File: config.mk
export PLATFORM = sky130hd
export DESIGN_NAME = cpa_prom_access
export DESIGN_NICKNAME = d
export VERILOG_FILES = /design/src/hdl/cpa_pkg.sv /design/src/hdl/cpa_prom_access.sv /design/src/hdl/cpa_reload_dist.sv
export SDC_FILE = /design/constraint.sdc
export NUM_CORES = 1
export LEC_CHECK = 0
export BUFFER_PORTS_ARGS = -buffer_cell sky130_fd_sc_hd__buf_2
export CORE_AREA = 2 2 167 169
export DETAILED_ROUTE_END_ITERATION = 10
export DIE_AREA = 0 0 169 171
export PLACE_DENSITY = 0.7
export SLEW_MARGIN = 20
export SYNTH_ARGS = -nofsm -noshare
export SYNTH_HDL_FRONTEND = slang
export SYNTH_SLANG_ARGS = --single-unit
export TNS_END_PERCENT = 10
File: constraint.sdc
create_clock -name i_sys_clk -period 9.56 [get_ports i_sys_clk]
set_input_delay 2.868 -clock i_sys_clk [delete_from_list [all_inputs] [get_ports i_sys_clk]]
set_output_delay 2.868 -clock i_sys_clk [all_outputs]
set_load 0.02 [all_outputs]
File: src/hdl/cpa_pkg.sv
/*
 * Shared constants and types of the configuration PROM access unit.
 * Assumes every user reads them as cpa_pkg::name.
 */
`default_nettype none
package cpa_pkg;
    // Register offsets
    localparam logic [15:0] CPA_OFS_CTRL = 16'h0502;
    localparam logic [15:0] CPA_OFS_ADDR = 16'h0504;
    localparam logic [15:0] CPA_OFS_DATA = 16'h0508;
    // Control/status bit positions
    localparam int CPA_B_WREN = 0;
    localparam int CPA_B_EMU = 5;
    localparam int CPA_B_RD8 = 6;
    localparam int CPA_B_ALG = 7;
    localparam int CPA_CMD_LO = 8;
    localparam int CPA_CMD_HI = 10;
    localparam int CPA_B_CKS = 11;
    localparam int CPA_B_LOAD = 12;
    localparam int CPA_B_ERRA = 13;
    localparam int CPA_B_ERRW = 14;
    localparam int CPA_B_BUSY = 15;
    // Command codes
    localparam logic [2:0] CPA_CMD_IDLE = 3'h0;
    localparam logic [2:0] CPA_CMD_READ = 3'h1;
    localparam logic [2:0] CPA_CMD_WRITE = 3'h2;
    localparam logic [2:0] CPA_CMD_RELOAD = 3'h4;
    // Used address widths and data widths
    localparam int CPA_AW_SMALL = 10;
    localparam int CPA_AW_LARGE = 18;
    localparam int CPA_WR_BITS = 16;
    localparam int CPA_RD4_BITS = 32;
    // Reload layout
    localparam int CPA_RL_ELD_ALL = 16;
    localparam int CPA_RL_PORT_LO = 17;
    localparam int CPA_RL_DL_LO = 21;
    localparam int CPA_RL_FIFO_LO = 25;
    localparam logic [2:0] CPA_FIFO_MAX = 3'h7;
    // One register write from one side
    typedef struct packed {
        logic en;
        logic [15:0] ofs;
        logic [63:0] data;
    } cpa_wr_t;
    // Values distributed by a reload
    typedef struct packed {
        logic [15:0] station_alias;
        logic eld_all;
        logic [3:0] eld_port;
        logic [3:0] dl_cfg;
        logic [2:0] fifo_size;
    } cpa_reload_t;
    typedef enum logic [2:0] {
        CPA_S_IDLE = 3'b001,
        CPA_S_ENG = 3'b010,
        CPA_S_EMU = 3'b100
    } cpa_state_t;
endpackage
`default_nettype wire

File: src/hdl/cpa_prom_access.sv
/*
 * Configuration PROM access unit: control/status, word address and data
 * registers, command execution through a serial engine or host emulation.
 * Assumes the serial engine, ownership and frame logic sit on i_sys_clk;
 * mode and address-size pins are asynchronous.
 */
`default_nettype none
module cpa_prom_access #(
    parameter logic READ_8B = 1'b1
) (
    // Clock and reset
    input wire logic i_sys_clk,
    input wire logic i_rst,
    // Register writes from both sides
    input wire cpa_pkg::cpa_wr_t i_fb_wr,
    input wire cpa_pkg::cpa_wr_t i_host_wr,
    // Ownership, frame and mode pins
    input wire logic i_host_owns,
    input wire logic i_frame_start,
    input wire logic i_emulation_pin,
    input wire logic i_two_byte_addr_pin,
    // Serial engine
    output logic o_eng_start,
    output logic [2:0] o_eng_cmd,
    output logic [31:0] o_eng_addr,
    output logic [15:0] o_eng_wdata,
    input wire logic i_eng_done,
    input wire logic i_eng_nack,
    input wire logic i_eng_cks_err,
    input wire logic [63:0] i_eng_rdata,
    // Register read-back
    output logic [15:0] o_ctrl_status,
    output logic [31:0] o_word_addr,
    output logic [63:0] o_data,
    // Event and reload targets
    output logic o_evt_prom,
    output cpa_pkg::cpa_reload_t o_reload,
    output logic o_reload_first_done
);

    function automatic logic hit(input cpa_pkg::cpa_wr_t w, input logic [15:0] ofs);
        return w.en && (w.ofs == ofs);
    endfunction

    function automatic logic [31:0] used_addr(input logic [31:0] a, input logic emu, input logic alg);
        logic [31:0] m;
        m = '1;
        if (!emu)
        begin
            m = ~(32'hFFFFFFFF << (alg ? cpa_pkg::CPA_AW_LARGE : cpa_pkg::CPA_AW_SMALL));
        end
        return a & m;
    endfunction

    ////////////////////////////////////////////////////////////////////
    cpa_pkg::cpa_state_t state_r;
    logic emu_q1, emu_q2, alg_q1, alg_q2;
    logic [2:0] cmd_r;
    logic wren_r, cks_r, load_r, erra_r, errw_r;
    logic [31:0] addr_r;
    logic [63:0] data_r;
    cpa_pkg::cpa_wr_t owner_wr;
    logic busy, wren_eff, ctrl_norm, addr_norm, data_norm;
    logic emu_ctrl, emu_data, cmd_take, valid, start, ack, fail;
    logic done_emu, done_eng, finish;
    logic [2:0] wcmd;

    always_ff @(posedge i_sys_clk)
    begin
        if (i_rst)
        begin
            emu_q1 <= 1'b0;
            emu_q2 <= 1'b0;
            alg_q1 <= 1'b0;
            alg_q2 <= 1'b0;
        end
        else
        begin
            emu_q1 <= i_emulation_pin;
            emu_q2 <= emu_q1;
            alg_q1 <= i_two_byte_addr_pin;
            alg_q2 <= alg_q1;
        end
    end

    ////////////////////////////////////////////////////////////////////
    // Write qualification
    always_comb
    begin
        owner_wr = i_host_owns ? i_host_wr : i_fb_wr;
        busy = (state_r != cpa_pkg::CPA_S_IDLE);
        wren_eff = wren_r || i_host_owns;
        ctrl_norm = !busy && hit(owner_wr, cpa_pkg::CPA_OFS_CTRL);
        addr_norm = !busy && hit(owner_wr, cpa_pkg::CPA_OFS_ADDR);
        data_norm = !busy && hit(owner_wr, cpa_pkg::CPA_OFS_DATA);
        emu_ctrl = (state_r == cpa_pkg::CPA_S_EMU) && hit(i_host_wr, cpa_pkg::CPA_OFS_CTRL);
        emu_data = (state_r == cpa_pkg::CPA_S_EMU) && (cmd_r != cpa_pkg::CPA_CMD_WRITE)
            && hit(i_host_wr, cpa_pkg::CPA_OFS_DATA);
        wcmd = owner_wr.data[cpa_pkg::CPA_CMD_HI:cpa_pkg::CPA_CMD_LO];
        cmd_take = ctrl_norm && !erra_r;
        valid = (wcmd == cpa_pkg::CPA_CMD_READ) || (wcmd == cpa_pkg::CPA_CMD_WRITE)
            || (wcmd == cpa_pkg::CPA_CMD_RELOAD);
        start = cmd_take && valid && !((wcmd == cpa_pkg::CPA_CMD_WRITE) && !wren_eff);
        ack = emu_ctrl && |(i_host_wr.data[cpa_pkg::CPA_CMD_HI:cpa_pkg::CPA_CMD_LO] & cmd_r);
        fail = emu_ctrl && i_host_wr.data[cpa_pkg::CPA_B_ERRA];
        done_emu = ack || fail;
        done_eng = (state_r == cpa_pkg::CPA_S_ENG) && i_eng_done;
        finish = done_emu || done_eng;
    end

    ////////////////////////////////////////////////////////////////////
    // Command sequencing
    always_ff @(posedge i_sys_clk)
    begin
        if (i_rst)
        begin
            state_r <= cpa_pkg::CPA_S_IDLE;
        end
        else
        begin
            case (state_r)
                cpa_pkg::CPA_S_IDLE:
                begin
                    if (start)
                    begin
                        state_r <= emu_q2 ? cpa_pkg::CPA_S_EMU : cpa_pkg::CPA_S_ENG;
                    end
                end
                cpa_pkg::CPA_S_ENG:
                begin
                    if (i_eng_done)
                    begin
                        state_r <= cpa_pkg::CPA_S_IDLE;
                    end
                end
                cpa_pkg::CPA_S_EMU:
                begin
                    if (done_emu)
                    begin
                        state_r <= cpa_pkg::CPA_S_IDLE;
                    end
                end
                default:
                begin
                    state_r <= cpa_pkg::CPA_S_IDLE;
                end
            endcase
        end
    end

    always_ff @(posedge i_sys_clk)
    begin
        if (i_rst)
        begin
            cmd_r <= cpa_pkg::CPA_CMD_IDLE;
        end
        else if (start)
        begin
            cmd_r <= wcmd;
        end
        else if (finish)
        begin
            cmd_r <= cpa_pkg::CPA_CMD_IDLE;
        end
    end

    ////////////////////////////////////////////////////////////////////
    // Error and status flags
    always_ff @(posedge i_sys_clk)
    begin
        if (i_rst)
        begin
            erra_r <= 1'b0;
            errw_r <= 1'b0;
        end
        else
        begin
            if (fail || (done_eng && i_eng_nack) || (cmd_take && !valid && wcmd != cpa_pkg::CPA_CMD_IDLE))
            begin
                erra_r <= 1'b1;
            end
            else if (ctrl_norm && (wcmd == cpa_pkg::CPA_CMD_IDLE || cmd_take))
            begin
                erra_r <= 1'b0;
            end
            if (cmd_take && (wcmd == cpa_pkg::CPA_CMD_WRITE) && !wren_eff)
            begin
                errw_r <= 1'b1;
            end
            else if (ctrl_norm && (wcmd == cpa_pkg::CPA_CMD_IDLE || (cmd_take && valid)))
            begin
                errw_r <= 1'b0;
            end
        end
    end

    always_ff @(posedge i_sys_clk)
    begin
        if (i_rst)
        begin
            cks_r <= 1'b0;
            load_r <= 1'b0;
        end
        else if (start && wcmd == cpa_pkg::CPA_CMD_RELOAD)
        begin
            cks_r <= 1'b0;
            load_r <= 1'b1;
        end
        else if (finish && cmd_r == cpa_pkg::CPA_CMD_RELOAD)
        begin
            cks_r <= (ack && i_host_wr.data[cpa_pkg::CPA_B_CKS]) || (done_eng && i_eng_cks_err);
            load_r <= fail || (done_eng && (i_eng_nack || i_eng_cks_err))
                || (ack && i_host_wr.data[cpa_pkg::CPA_B_CKS]);
        end
    end

    always_ff @(posedge i_sys_clk)
    begin
        if (i_rst)
        begin
            wren_r <= 1'b0;
        end
        else if (ctrl_norm && !i_host_owns)
        begin
            wren_r <= i_fb_wr.data[cpa_pkg::CPA_B_WREN];
        end
        else if (i_frame_start)
        begin
            wren_r <= 1'b0;
        end
    end

    ////////////////////////////////////////////////////////////////////
    // Address and data registers
    always_ff @(posedge i_sys_clk)
    begin
        if (i_rst)
        begin
            addr_r <= '0;
        end
        else if (addr_norm)
        begin
            addr_r <= owner_wr.data[31:0];
        end
    end

    always_ff @(posedge i_sys_clk)
    begin
        if (i_rst)
        begin
            data_r <= '0;
        end
        else if (emu_data)
        begin
            data_r <= i_host_wr.data;
        end
        else if (data_norm)
        begin
            data_r[cpa_pkg::CPA_WR_BITS-1:0] <= owner_wr.data[cpa_pkg::CPA_WR_BITS-1:0];
        end
        else if (done_eng && cmd_r == cpa_pkg::CPA_CMD_READ && !i_eng_nack)
        begin
            data_r <= READ_8B ? i_eng_rdata : {32'h0, i_eng_rdata[cpa_pkg::CPA_RD4_BITS-1:0]};
        end
    end

    ////////////////////////////////////////////////////////////////////
    // Engine request and event
    always_ff @(posedge i_sys_clk)
    begin
        if (i_rst)
        begin
            o_eng_start <= 1'b0;
            o_eng_cmd <= cpa_pkg::CPA_CMD_IDLE;
            o_eng_addr <= '0;
            o_eng_wdata <= '0;
        end
        else
        begin
            o_eng_start <= start && !emu_q2;
            if (start && !emu_q2)
            begin
                o_eng_cmd <= wcmd;
                o_eng_addr <= used_addr(addr_r, emu_q2, alg_q2);
                o_eng_wdata <= data_r[cpa_pkg::CPA_WR_BITS-1:0];
            end
        end
    end

    always_ff @(posedge i_sys_clk)
    begin
        if (i_rst)
        begin
            o_evt_prom <= 1'b0;
        end
        else if (start && emu_q2)
        begin
            o_evt_prom <= 1'b1;
        end
        else if (done_emu)
        begin
            o_evt_prom <= 1'b0;
        end
    end

    ////////////////////////////////////////////////////////////////////
    // Read-back registers
    always_ff @(posedge i_sys_clk)
    begin
        if (i_rst)
        begin
            o_ctrl_status <= '0;
            o_word_addr <= '0;
            o_data <= '0;
        end
        else
        begin
            o_ctrl_status <= '0;
            o_ctrl_status[cpa_pkg::CPA_B_WREN] <= wren_eff;
            o_ctrl_status[cpa_pkg::CPA_B_EMU] <= emu_q2;
            o_ctrl_status[cpa_pkg::CPA_B_RD8] <= READ_8B;
            o_ctrl_status[cpa_pkg::CPA_B_ALG] <= alg_q2;
            o_ctrl_status[cpa_pkg::CPA_CMD_HI:cpa_pkg::CPA_CMD_LO] <= cmd_r;
            o_ctrl_status[cpa_pkg::CPA_B_CKS] <= cks_r;
            o_ctrl_status[cpa_pkg::CPA_B_LOAD] <= load_r;
            o_ctrl_status[cpa_pkg::CPA_B_ERRA] <= erra_r;
            o_ctrl_status[cpa_pkg::CPA_B_ERRW] <= errw_r;
            o_ctrl_status[cpa_pkg::CPA_B_BUSY] <= busy;
            o_word_addr <= addr_r;
            o_data <= data_r;
        end
    end

    cpa_reload_dist u_reload (
        .i_sys_clk(i_sys_clk),
        .i_rst(i_rst),
        .i_load(ack && !fail && cmd_r == cpa_pkg::CPA_CMD_RELOAD),
        .i_data(data_r[31:0]),
        .o_cfg(o_reload),
        .o_first_done(o_reload_first_done)
    );
endmodule
`default_nettype wire

File: src/hdl/cpa_reload_dist.sv
/*
 * Distributes reload values to their target configuration fields.
 * Assumes i_load is a one-cycle pulse on the system clock.
 */
`default_nettype none
module cpa_reload_dist (
    // Clock and reset
    input wire logic i_sys_clk,
    input wire logic i_rst,
    // Reload request
    input wire logic i_load,
    input wire logic [31:0] i_data,
    // Targets
    output cpa_pkg::cpa_reload_t o_cfg,
    output logic o_first_done
);

    ////////////////////////////////////////////////////////////////////
    always_ff @(posedge i_sys_clk)
    begin
        if (i_rst)
        begin
            o_cfg <= '0;
            o_first_done <= 1'b0;
        end
        else if (i_load)
        begin
            o_cfg.station_alias <= i_data[15:0];
            o_cfg.eld_all <= i_data[cpa_pkg::CPA_RL_ELD_ALL];
            o_cfg.eld_port <= i_data[cpa_pkg::CPA_RL_PORT_LO +: 4];
            o_first_done <= 1'b1;
            if (!o_first_done)
            begin
                o_cfg.dl_cfg <= i_data[cpa_pkg::CPA_RL_DL_LO +: 4];
                o_cfg.fifo_size <= cpa_pkg::CPA_FIFO_MAX - i_data[cpa_pkg::CPA_RL_FIFO_LO +: 3];
            end
        end
    end
endmodule
`default_nettype wire

==> out/results.ini, run 1 <==
[drt]
drc=0
dr.pass1.iters=5
via_count=10100
wl_per_cell_microns=18.6
viasPerCell=5.40
postRouteAntennaNets=0
drtIter0Drc=722
wl_microns=34900

[clock_tree]
clock_latency_ns=0.55
cts_htree_levels=1
hold_buffers=0
clock_sinks=301
cts_tree=built
cts_buffers=31
cts_setup_buffers=0
cts-root-buf=clkbuf_16
clk_pin_slew_ns=0.06
clock_path_buffers=3
cts_resized=0

[synthesis]
ys_async_sr_fraction_pct=0
synth_area_sq_um=11300
ys_seq_elements=301
synth_cell_types=57
seq_area_frac_synth_pct=53.1
netlist_instances=1156
synth_warnings=0
synth_edf_count=0
avgSynthCellArea_sq_um=9.81
ys.flop_type=dfxtp_1

[layout]
area_delta_synth_final_pct=28.9
layout.nets=1738
final_layout_size_suffix_gt1_share_pct=32.2
final_cell_mix=buf_2 (391), dfxtp_1 (301), nor2b_1 (113), nor2_1 (96), a21oi_1 (86)
final_common_cell=buf_2

[pwr]
vdd_drop_max_mv=0.169
leakagePower_nw=6.31
p_per_area_nw_per_um2=181

[critical_path]
critical_path_buf_inv_count=2
cp-start-kind=input port
path_cells=buf_2 -> buf_4 -> mux2i_1 -> xnor2_1 -> a211oi_4 -> nand2_1 -> and3_1
cp_top_family=simple AND/OR/NAND/NOR gates
crit_fanout=46
crit_arrival_ns=6.09
crit_type=input port to flop
required_ns=10.01
max_stage_delay_ns=0.76
cp_slowest_cell=a211oi_4
endpoint_kind=flop

[sta]
fmax_ghz=0.177
rsz0062_at_grt=false
slew_violations=0
max_slew_margin_pct=26.2
hold_viol=0
setup_violations=0
min_period_ns=5.64
fin_tns_setup_ns=0
tightest_slew_ns=1.11
fin_skew_ns=0.00961
period_share_pct=59.0
setup_ws_ns=3.92

[die]
fp.dieW_microns=169
io_pins=429
initial_core_util_pct=41.5
die-height_microns=171
die_area_sq_um=28900
core_area_sq_um=27300
rows=61

[place]
hpwlAfterDp_microns=23900
placement.setup.worst_slack_ns=3.37
routabilityCongestion=0.862
io_buffers=392

[hold_path]
hp-class=flop to flop

[grt]
grtUsageTotal_pct=23.0
antenna_found_initial=4
grt_pass1_wl_microns=52700
grt_pass1_vias=9640
grt_overflow_total=0
grt_start_max_net_pins=99

[flow_run]
max-cap-violations=0

[status]
status=complete, no violations

-- path summary, 6_finish.rpt --
check              startpoint             end  slack, ns  cells after the start
setup reg to reg   state_r[0]  o_eng_addr[21]       6.63                      6
hold / removal         alg_q1          alg_q2       0.44                      1
setup / recovery  i_host_owns  o_eng_addr[21]       3.92                      7
hold reg to reg        alg_q1          alg_q2       0.44                      1
-- cells by family after synthesis --
logic type      after synthesis  share of synthesized area, %
xor+xnor                      1                        0.0772
mux                          83                          7.36
compound gates              290                          18.0
simple gates                372                          17.5
buf+inv                     107                          3.78
flops                       301                          53.1
other cells                   1                        0.0331
fa+ha+maj                     1                        0.0882
-- cell type report --
class                           count  area, sq um
Fill cell                        2489        12700
Sequential cell                   301         6030
Multi-Input combinational cell    751         4940
Timing Repair Buffer              413         2130
Clock buffer                       46          932
Tap cell                          346          433
Clock inverter                     11          140
Inverter                            5         18.8
Antenna cell                        3         7.51
-- per-layer routing --
layer / share of wire (%) / wire length [microns] / vias up / track usage (%)
li1: - / - / 4851 / -
met4: 4.0 / 1410 / 0 / 10.0
met1: 40 / 14000 / 4744 / 27.5
met3: 9.7 / 3380 / 76 / 6.50
met2: 46 / 16100 / 454 / 38.6
met5: 0 / 0 / - / 0
-- Yosys cell counts (all sizes together), types with 4 or more instances --
cell	n	area (sq um)
inv	5	18.8
buf	22	110
nor2b	113	707
nand3	35	175
or4	6	52.6
a211oi	84	636
nor4	5	50.1
nand4	14	87.6
or3	4	25.0
a211o	19	166
nor2	96	360
and3	16	100
a22o	16	140
o31ai	53	398
o21ai	12	60.1
dfxtp	301	6030
a21oi	86	430
nor3	7	35.0
mux2i	80	801
clkbuf	80	300
nand2	52	195
-- stage by stage --
step	std cells	util, %	total power [mW]	cell area (sq um)	hold WS (ns)
after global placement	1816	49.6	1.42	13500	0.421
final	1876	53.5	2.64	14600	0.438
after detailed placement	1816	49.6	1.42	13500	0.423
after global routing	1875	53.5	2.74	14600	0.466
after CTS	1873	53.5	2.67	14600	0.438
after floorplan	1159	-	1.35	11400	0.414
-- flip-flops by register name, indices dropped and copies added (netlist names), 3 cells and up --
signal and flops:
o_eng_wdata 16, o_eng_cmd 3, state_r 3, addr_r 32, data_r 64, cmd_r 3
u_reload.o_cfg 28, o_eng_addr 32, o_ctrl_status 12, o_data 64, o_word_addr 32
-- power breakdown --
part | switching [mW] | internal (mW) | total, mW
clock network | 0.497 | 0.752 | 1.25
registers | 0.00116 | 1.26 | 1.26
logic | 0.0894 | 0.0500 | 0.139
Note: power is estimated with default switching activity, not from simulation.
==> inputs of run 2 (changes only) <==
- ABC_AREA: unset -> 1
- CORE_AREA: 2 2 167 169 -> 2 2 168 170
- DIE_AREA: 0 0 169 171 -> 0 0 170 172
- PLACE_DENSITY: 0.7 -> 0.71
- clock period: 9.56 -> 4.8 ns (I/O delays scaled with it)
==> run 2 against run 1 <==
Compared with the run above: routed wire length about the same; critical endpoint is now o_eng_wdata[10]; clock-buffer cell count unchanged; combinational power up 70%; worst hold slack worse by 0.031 ns; clock power up 93%; setup slack worse by 2.5 ns; sequential share of layout area up 0.88 points; core utilization down 1.4 points; synthesized area down 1.5%; final cell count up 15%.
==> out/results.ini, run 2 <==
[status]
status=complete, no violations  ; unchanged

[layout]
reg_top3=data_r x64, o_data x64  ; unchanged
final_common_cell=buf_2  ; unchanged
final_cell_mix=buf_2 (391), nand2_1 (303), dfxtp_1 (301), nor2_1 (198), inv_1 (187)  ; was buf_2 (391), dfxtp_1 (301), nor2b_1 (113), nor2_1 (96), a21oi_1 (86)
design_area_sq_um=14300  ; was 14600 sq um
final_layout_size_suffix_gt1_share_pct=25.9  ; was 32.2%
layout.nets=2031  ; was 1738
area_delta_synth_final_pct=28.2  ; was 28.9%

[sta]
fmax_ghz=0.300
rsz0062_at_grt=false  ; unchanged
slew_violations=0  ; unchanged
period_share_pct=69.4
fin_skew_ns=0.00916  ; was 0.00961 ns
hold_viol=0  ; unchanged
fin_tns_setup_ns=0  ; unchanged
setup_violations=0  ; unchanged
tightest_slew_ns=0.999  ; was 1.11 ns
min_period_ns=3.33
max_slew_margin_pct=33.4  ; was 26.2%

[pwr]
vdd_drop_max_mv=0.259  ; was 0.169 mV
p_per_area_nw_per_um2=360  ; was 181 nW/um^2
leakagePower_nw=6.96  ; was 6.31 nW

[critical_path]
critical_path_buf_inv_count=5  ; was 2
reg2reg_slack_ns=2.21  ; was 6.63 ns
endpoint_kind=flop  ; unchanged
crit_arrival_ns=3.83  ; was 6.09 ns
cp_top_family=buffers and inverters  ; was simple AND/OR/NAND/NOR gates
required_ns=5.30  ; was 10.01 ns
crit_type=input port to flop  ; unchanged
cp_slowest_cell=inv_2  ; was a211oi_4
path_cells=buf_2 -> buf_4 -> o21a_1 -> inv_1 -> nand3_1 -> inv_1 -> nor2_2 -> nand4_4 -> inv_2 -> nand2_1 -> nand2_1  ; was buf_2 -> buf_4 -> mux2i_1 -> xnor2_1 -> a211oi_4 -> nand2_1 -> and3_1
crit_fanout=33  ; was 46
r2r-end=o_eng_wdata[10]  ; was o_eng_addr[21]
cp-start-kind=input port  ; unchanged
max_stage_delay_ns=0.54  ; was 0.76 ns
reg2reg_depth=10  ; was 6
r2r-start=state_r[0]  ; unchanged

[drt]
via_count=10500  ; was 10100
wl_microns=34900  ; about the same
wl_per_cell_microns=16.1  ; was 18.6 microns
drtIter0Drc=697  ; was 722
viasPerCell=4.85  ; was 5.40
dr.pass1.iters=6  ; was 5
drc=0  ; unchanged
postRouteAntennaNets=0  ; unchanged

[clock_tree]
cts_htree_levels=1  ; unchanged
cts_resized=0  ; unchanged
clock_path_buffers=3  ; unchanged
hold_buffers=0  ; unchanged
clk_pin_slew_ns=0.06  ; about the same
clock_latency_ns=0.56  ; was 0.55 ns
cts-root-buf=clkbuf_16  ; unchanged
clock_sinks=301  ; unchanged
cts_buffers=30  ; was 31
cts_tree=built  ; unchanged
cts_setup_buffers=0  ; unchanged

[synthesis]
synth_warnings=0  ; unchanged
netlist_instances=1445  ; was 1156
synth_top_area_share_pct=53.9  ; was 53.1%
synth_cell_types=33  ; was 57
synth_most_common_cell=nand2_1  ; was dfxtp_1
synth_top_area_cell=dfxtp_1  ; unchanged
ys_seq_elements=301  ; unchanged
synth_common_cells=nand2_1 (303), dfxtp_1 (301), nor2_1 (199)  ; was dfxtp_1 (301), nor2b_1 (113), nor2_1 (96)
synth_edf_count=0  ; unchanged
ys_async_sr_fraction_pct=0  ; unchanged
synth_area_sq_um=11200  ; was 11300 sq um
avgSynthCellArea_sq_um=7.73  ; was 9.81 sq um
seq_area_frac_synth_pct=53.9  ; was 53.1%
synth.area.top_cells=dfxtp_1 (54%), nand2_1 (10%), nor2_1 (6.7%)  ; was dfxtp_1 (53%), mux2i_1 (7.1%), nor2b_1 (6.2%)
ys.flop_type=dfxtp_1  ; unchanged

[grt]
antenna_found_initial=1  ; was 4
grtUsageTotal_pct=23.0  ; about the same
grt_pass1_wl_microns=53100  ; was 52700 microns
grt_overflow_total=0  ; unchanged
grt_pass1_vias=9793  ; was 9640
grt_start_max_net_pins=97  ; was 99

[die]
core_area_sq_um=27500  ; was 27300 sq um
die-height_microns=172  ; was 171 microns
io_pins=429  ; unchanged
initial_core_util_pct=40.7  ; was 41.5%
rows=61  ; unchanged
die_area_sq_um=29200  ; was 28900 sq um
fp.dieW_microns=170  ; was 169 microns

[hold_path]
hp-class=flop to flop  ; unchanged
hold_end=emu_q2  ; was alg_q2
min-delay-start=emu_q1  ; was alg_q1
hold_depth=2  ; was 1

[flow_run]
max-cap-violations=0  ; unchanged

[place]
hpwlAfterDp_microns=24800  ; was 23900 microns
io_buffers=392  ; unchanged
routabilityCongestion=0.909  ; was 0.862
placed_area_sq_um=13300  ; was 13500 sq um

-- run 2: cell types whose count changed after synthesis, moves of 31 or more --
| cell | change |
|---|---|
| nand2_1 | +251 |
| inv_1 | +183 |
| a31oi_1 | +46 |
| a211oi_1 | -51 |
| mux2i_1 | -64 |
| o21ai_0 | +88 |
| nor2_1 | +103 |
| o31ai_1 | -53 |
| a21oi_1 | -36 |
| nor2b_1 | -113 |
| nand3_1 | +31 |
-- run 2: routing by layer --
layer / routed length (microns) / GRT usage, % / vias up
li1: - / - / 5276
met1: 14000 / 28.0 / 4739
met2: 17000 / 40.8 / 422
met3: 2960 / 4.99 / 70
met4: 966 / 7.13 / 0
met5: 0 / 0 / -
-- run 2: worst max path at each step --
stage / start / endpoint / slack (ns) / cells past startpoint
finish: i_host_owns / o_eng_wdata[10] / 1.47 / 11
global route: i_host_owns / o_eng_wdata[9] / 1.30 / 11
CTS: i_host_owns / o_eng_wdata[9] / 1.52 / 11
detailed placement: i_host_owns / o_eng_wdata[10] / 0.95 / 11
global placement: i_host_owns / data_r[11] / 0.99 / 13
floorplan: i_host_owns / o_eng_addr[1] / 1.92 / 11
-- run 2: through the flow --
stage / instances / setup WS, ns / util [%] / total power, mW / hold slack, ns
after floorplan: 1448 / 1.92 / - / 2.67 / 0.388
after global placement: 2110 / 0.985 / 48.4 / 2.79 / 0.392
after detailed placement: 2110 / 0.946 / 48.4 / 2.79 / 0.400
after CTS: 2164 / 1.52 / 52.1 / 5.19 / 0.413
after global routing: 2165 / 1.30 / 52.1 / 5.32 / 0.432
final: 2166 / 1.47 / 52.1 / 5.15 / 0.407
-- run 2: worst register-to-register path, delay by kind of cell (launching register included) --
kind | cells | cell delay [ns]
buf+inv | 2 | 0.63
simple gates | 8 | 1.57
flops | 1 | 0.32
-- run 2: power breakdown --
group | internal [mW] | switching, mW | total [mW]
clock | 1.43 | 0.978 | 2.41
combinational | 0.0935 | 0.142 | 0.236
sequential | 2.50 | 0.00191 | 2.50
-- run 2: final cells by class --
type,count,area [sq um]
Fill cell,2630,13200
Tap cell,346,433
Sequential cell,301,6030
Timing Repair Buffer,403,2060
Clock inverter,8,118
Multi-Input combinational cell,866,4050
Antenna cell,2,5.00
Inverter,194,731
Clock buffer,46,892
-- run 2: cells by family (layout without fill, tap and decap cells) --
| family | after synthesis | count (layout) | share of synthesized area [%] |
|---|---|---|---|
| other | 1 | 6 | 0.0336 |
| buffers and inverters | 281 | 651 | 10.1 |
| multiplexers | 16 | 16 | 1.43 |
| AND/OR/NAND/NOR | 597 | 597 | 21.8 |
| AO/OA/AOI/OAI | 249 | 249 | 12.7 |
| flip-flops | 301 | 301 | 53.9 |
==> inputs of run 3 (changes only) <==
- ABC_AREA: 1 -> 0
- CORE_AREA: 2 2 168 170 -> 2 2 169 171
- DIE_AREA: 0 0 170 172 -> 0 0 171 173
- clock period: 4.8 -> 2.7 ns (I/O delays scaled with it)
==> run 3 against run 2 <==
Compared with the run above: sequential cell count stayed put; sequential power increased by 78%; final cell count down 10%; sequential share of layout area fell by 2.1 points; routed wire length is 2.2% higher; cell area grew 5.3%; die area rose by 1.2%; non-clock buffer count grew 50; worst hold slack improved by 0.033 ns; combinational power rose by 130%; largest cell class unchanged; highest routed layer unchanged.
==> out/results.ini, run 3 (synthesized netlist as in run 1, its figures left out) <==
[layout]
area_delta_synth_final_pct=32.9  ; was 28.2%
final_layout_size_suffix_gt1_share_pct=33.6  ; was 25.9%
final_cells=1946  ; was 2166
fillCellCount=2526  ; was 2630
final_common_cell=buf_2  ; unchanged
final_cell_mix=buf_2 (391), dfxtp_1 (301), nor2b_1 (113), nor2_1 (96), a21oi_1 (85)  ; was buf_2 (391), nand2_1 (303), dfxtp_1 (301), nor2_1 (198), inv_1 (187)
layout.nets=1778  ; was 2031
reg_top3=data_r x64, o_data x64  ; unchanged

[grt]
grt_pass1_wl_microns=54500  ; was 53100 microns
grt_overflow_total=0  ; unchanged
antenna_found_initial=2  ; was 1
grt_start_max_net_pins=221  ; was 97
grt_pass1_vias=9941  ; was 9793
grtUsageTotal_pct=23.1  ; was 23.0%

[drt]
viasPerCell=5.28  ; was 4.85
wl_per_cell_microns=18.3  ; was 16.1 microns
via_count=10300  ; was 10500
wl_met2_microns=17000  ; about the same
postRouteAntennaNets=0  ; unchanged
drtIter0Drc=712  ; was 697
wl_met1_microns=14100  ; was 14000 microns
dr.pass1.iters=5  ; was 6
drc=0  ; unchanged
highest_layer=met4  ; unchanged
wl_met3_microns=3200  ; was 2960 microns
wl_microns=35600  ; was 34900 microns

[hold_path]
min-delay-start=alg_q1  ; was emu_q1
hp-class=flop to flop  ; unchanged

[critical_path]
cp-start-kind=input port  ; unchanged
crit_fanout=40  ; was 33
endpoint_kind=flop  ; unchanged
crit_arrival_ns=3.02  ; was 3.83 ns
r2r-start=state_r[0]  ; unchanged
required_ns=3.10  ; was 5.30 ns
critPathLaunch=i_host_owns  ; unchanged
crit_type=input port to flop  ; unchanged

[sta]
slew_violations=0  ; unchanged
fmax_ghz=0.382
max_slew_margin_pct=36.7  ; was 33.4%
setup_violations=0  ; unchanged
rsz0062_at_grt=true  ; was false
fin_skew_ns=0.0211  ; was 0.00916 ns
hold_viol=0  ; unchanged
setup_ws_ns=0.0841  ; was 1.47 ns
tightest_slew_ns=0.950  ; was 0.999 ns
min_period_ns=2.62
period_share_pct=96.9

[pwr]
p_per_area_nw_per_um2=611  ; was 360 nW/um^2
vdd_drop_max_mv=0.514  ; was 0.259 mV
leakagePower_nw=6.51  ; was 6.96 nW

[die]
initial_core_util_pct=41.1  ; was 40.7%
rows=61  ; unchanged
core_area_sq_um=27600  ; was 27500 sq um
fp.dieW_microns=171  ; was 170 microns
io_pins=429  ; unchanged
die-height_microns=173  ; was 172 microns
die_area_sq_um=29600  ; was 29200 sq um

[status]
status=complete, no violations  ; unchanged

[clock_tree]
cts-root-buf=clkbuf_16  ; unchanged
cts_buffers=31  ; was 30
cts_tree=built  ; unchanged
clock_path_buffers=3  ; unchanged
clock_sinks=301  ; unchanged
clock_latency_ns=0.56  ; about the same
cts_htree_levels=1  ; unchanged
clk_pin_slew_ns=0.06  ; about the same

[place]
routabilityCongestion=0.878  ; was 0.909
placement.setup.worst_slack_ns=-0.502  ; was 0.946 ns
post-place-cells=1887  ; was 2110
hpwlAfterDp_microns=25300  ; was 24800 microns
io_buffers=392  ; unchanged

[flow_run]
max-cap-violations=0  ; unchanged

[run 3: cell count changes in the layout (fill, tap and decap cells not counted), moves of 19 or more]
cell / previous run / this run
o31ai_1: 0 / 52
o21ai_0: 100 / 12
nand2_1: 303 / 52
a211oi_1: 32 / 82
mux2i_1: 16 / 80
inv_1: 187 / 5
a21oi_1: 50 / 85
nand3_1: 66 / 35
a31oi_1: 48 / 2
a211o_1: 0 / 19
nor2b_1: 0 / 113
nor2_1: 198 / 96
buf_4: 10 / 47
[run 3: repair_timing]
item                       CTS  global route
gates resized for setup      0             2
hold buffers                 0             0
setup endpoints to repair    0            64
setup buffers                0             1
[run 3: worst max-delay path, cell delays in order]
cell and delay, ns:
buf_2 0.11, or4b_4 0.53, or4_4 0.54, a2111o_1 0.42, buf_12 0.19, o31ai_1 0.29, a21oi_1 0.10
[run 3: layout make-up]
| type | instances | area, sq um | area share, % |
|---|---|---|---|
| Tap cell | 378 | 473 | 3.14 |
| Clock buffer | 49 | 903 | 5.99 |
| Antenna cell | 2 | 5.00 | 0.0332 |
| Timing Repair Buffer | 453 | 2590 | 17.2 |
| Multi-Input combinational cell | 751 | 4960 | 32.9 |
| Clock inverter | 7 | 96.3 | 0.639 |
| Sequential cell | 301 | 6030 | 40.0 |
| Inverter | 5 | 18.8 | 0.124 |
[run 3: worst paths after layout]
kind | endpoint | slack, ns | cells past startpoint
max | o_eng_wdata[10] | 0.08 | 7
min | alg_q2 | 0.44 | 1
max reg2reg | o_eng_wdata[11] | 0.35 | 6
min reg2reg | alg_q2 | 0.44 | 1
[run 3: metrics by stage]
stage                     power [mW]  hold slack [ns]  util [%]  setup TNS [ns]  cell area, sq um
final                           9.21            0.441      54.6               0             15100
after global routing            9.51            0.451      54.6        -0.00929             15100
after CTS                       9.29            0.440      54.4               0             15000
after detailed placement        5.08            0.432      50.8          -51.36             14000
after global placement          5.08            0.426      50.8          -47.64             14000
after floorplan                 4.79            0.414         -          -20.94             11400
[run 3: where the power goes]
group	internal (mW)	switching [mW]
logic	0.217	0.329
registers	4.45	0.00417
clock network	2.47	1.75
total	7.13	2.08
[run 3: layer usage]
metal | GRT usage [%] | vias to the layer above
li1 | - | 4910
met1 | 27.3 | 4797
met2 | 39.8 | 477
met3 | 6.13 | 85
met4 | 8.62 | 0
met5 | 0 | -
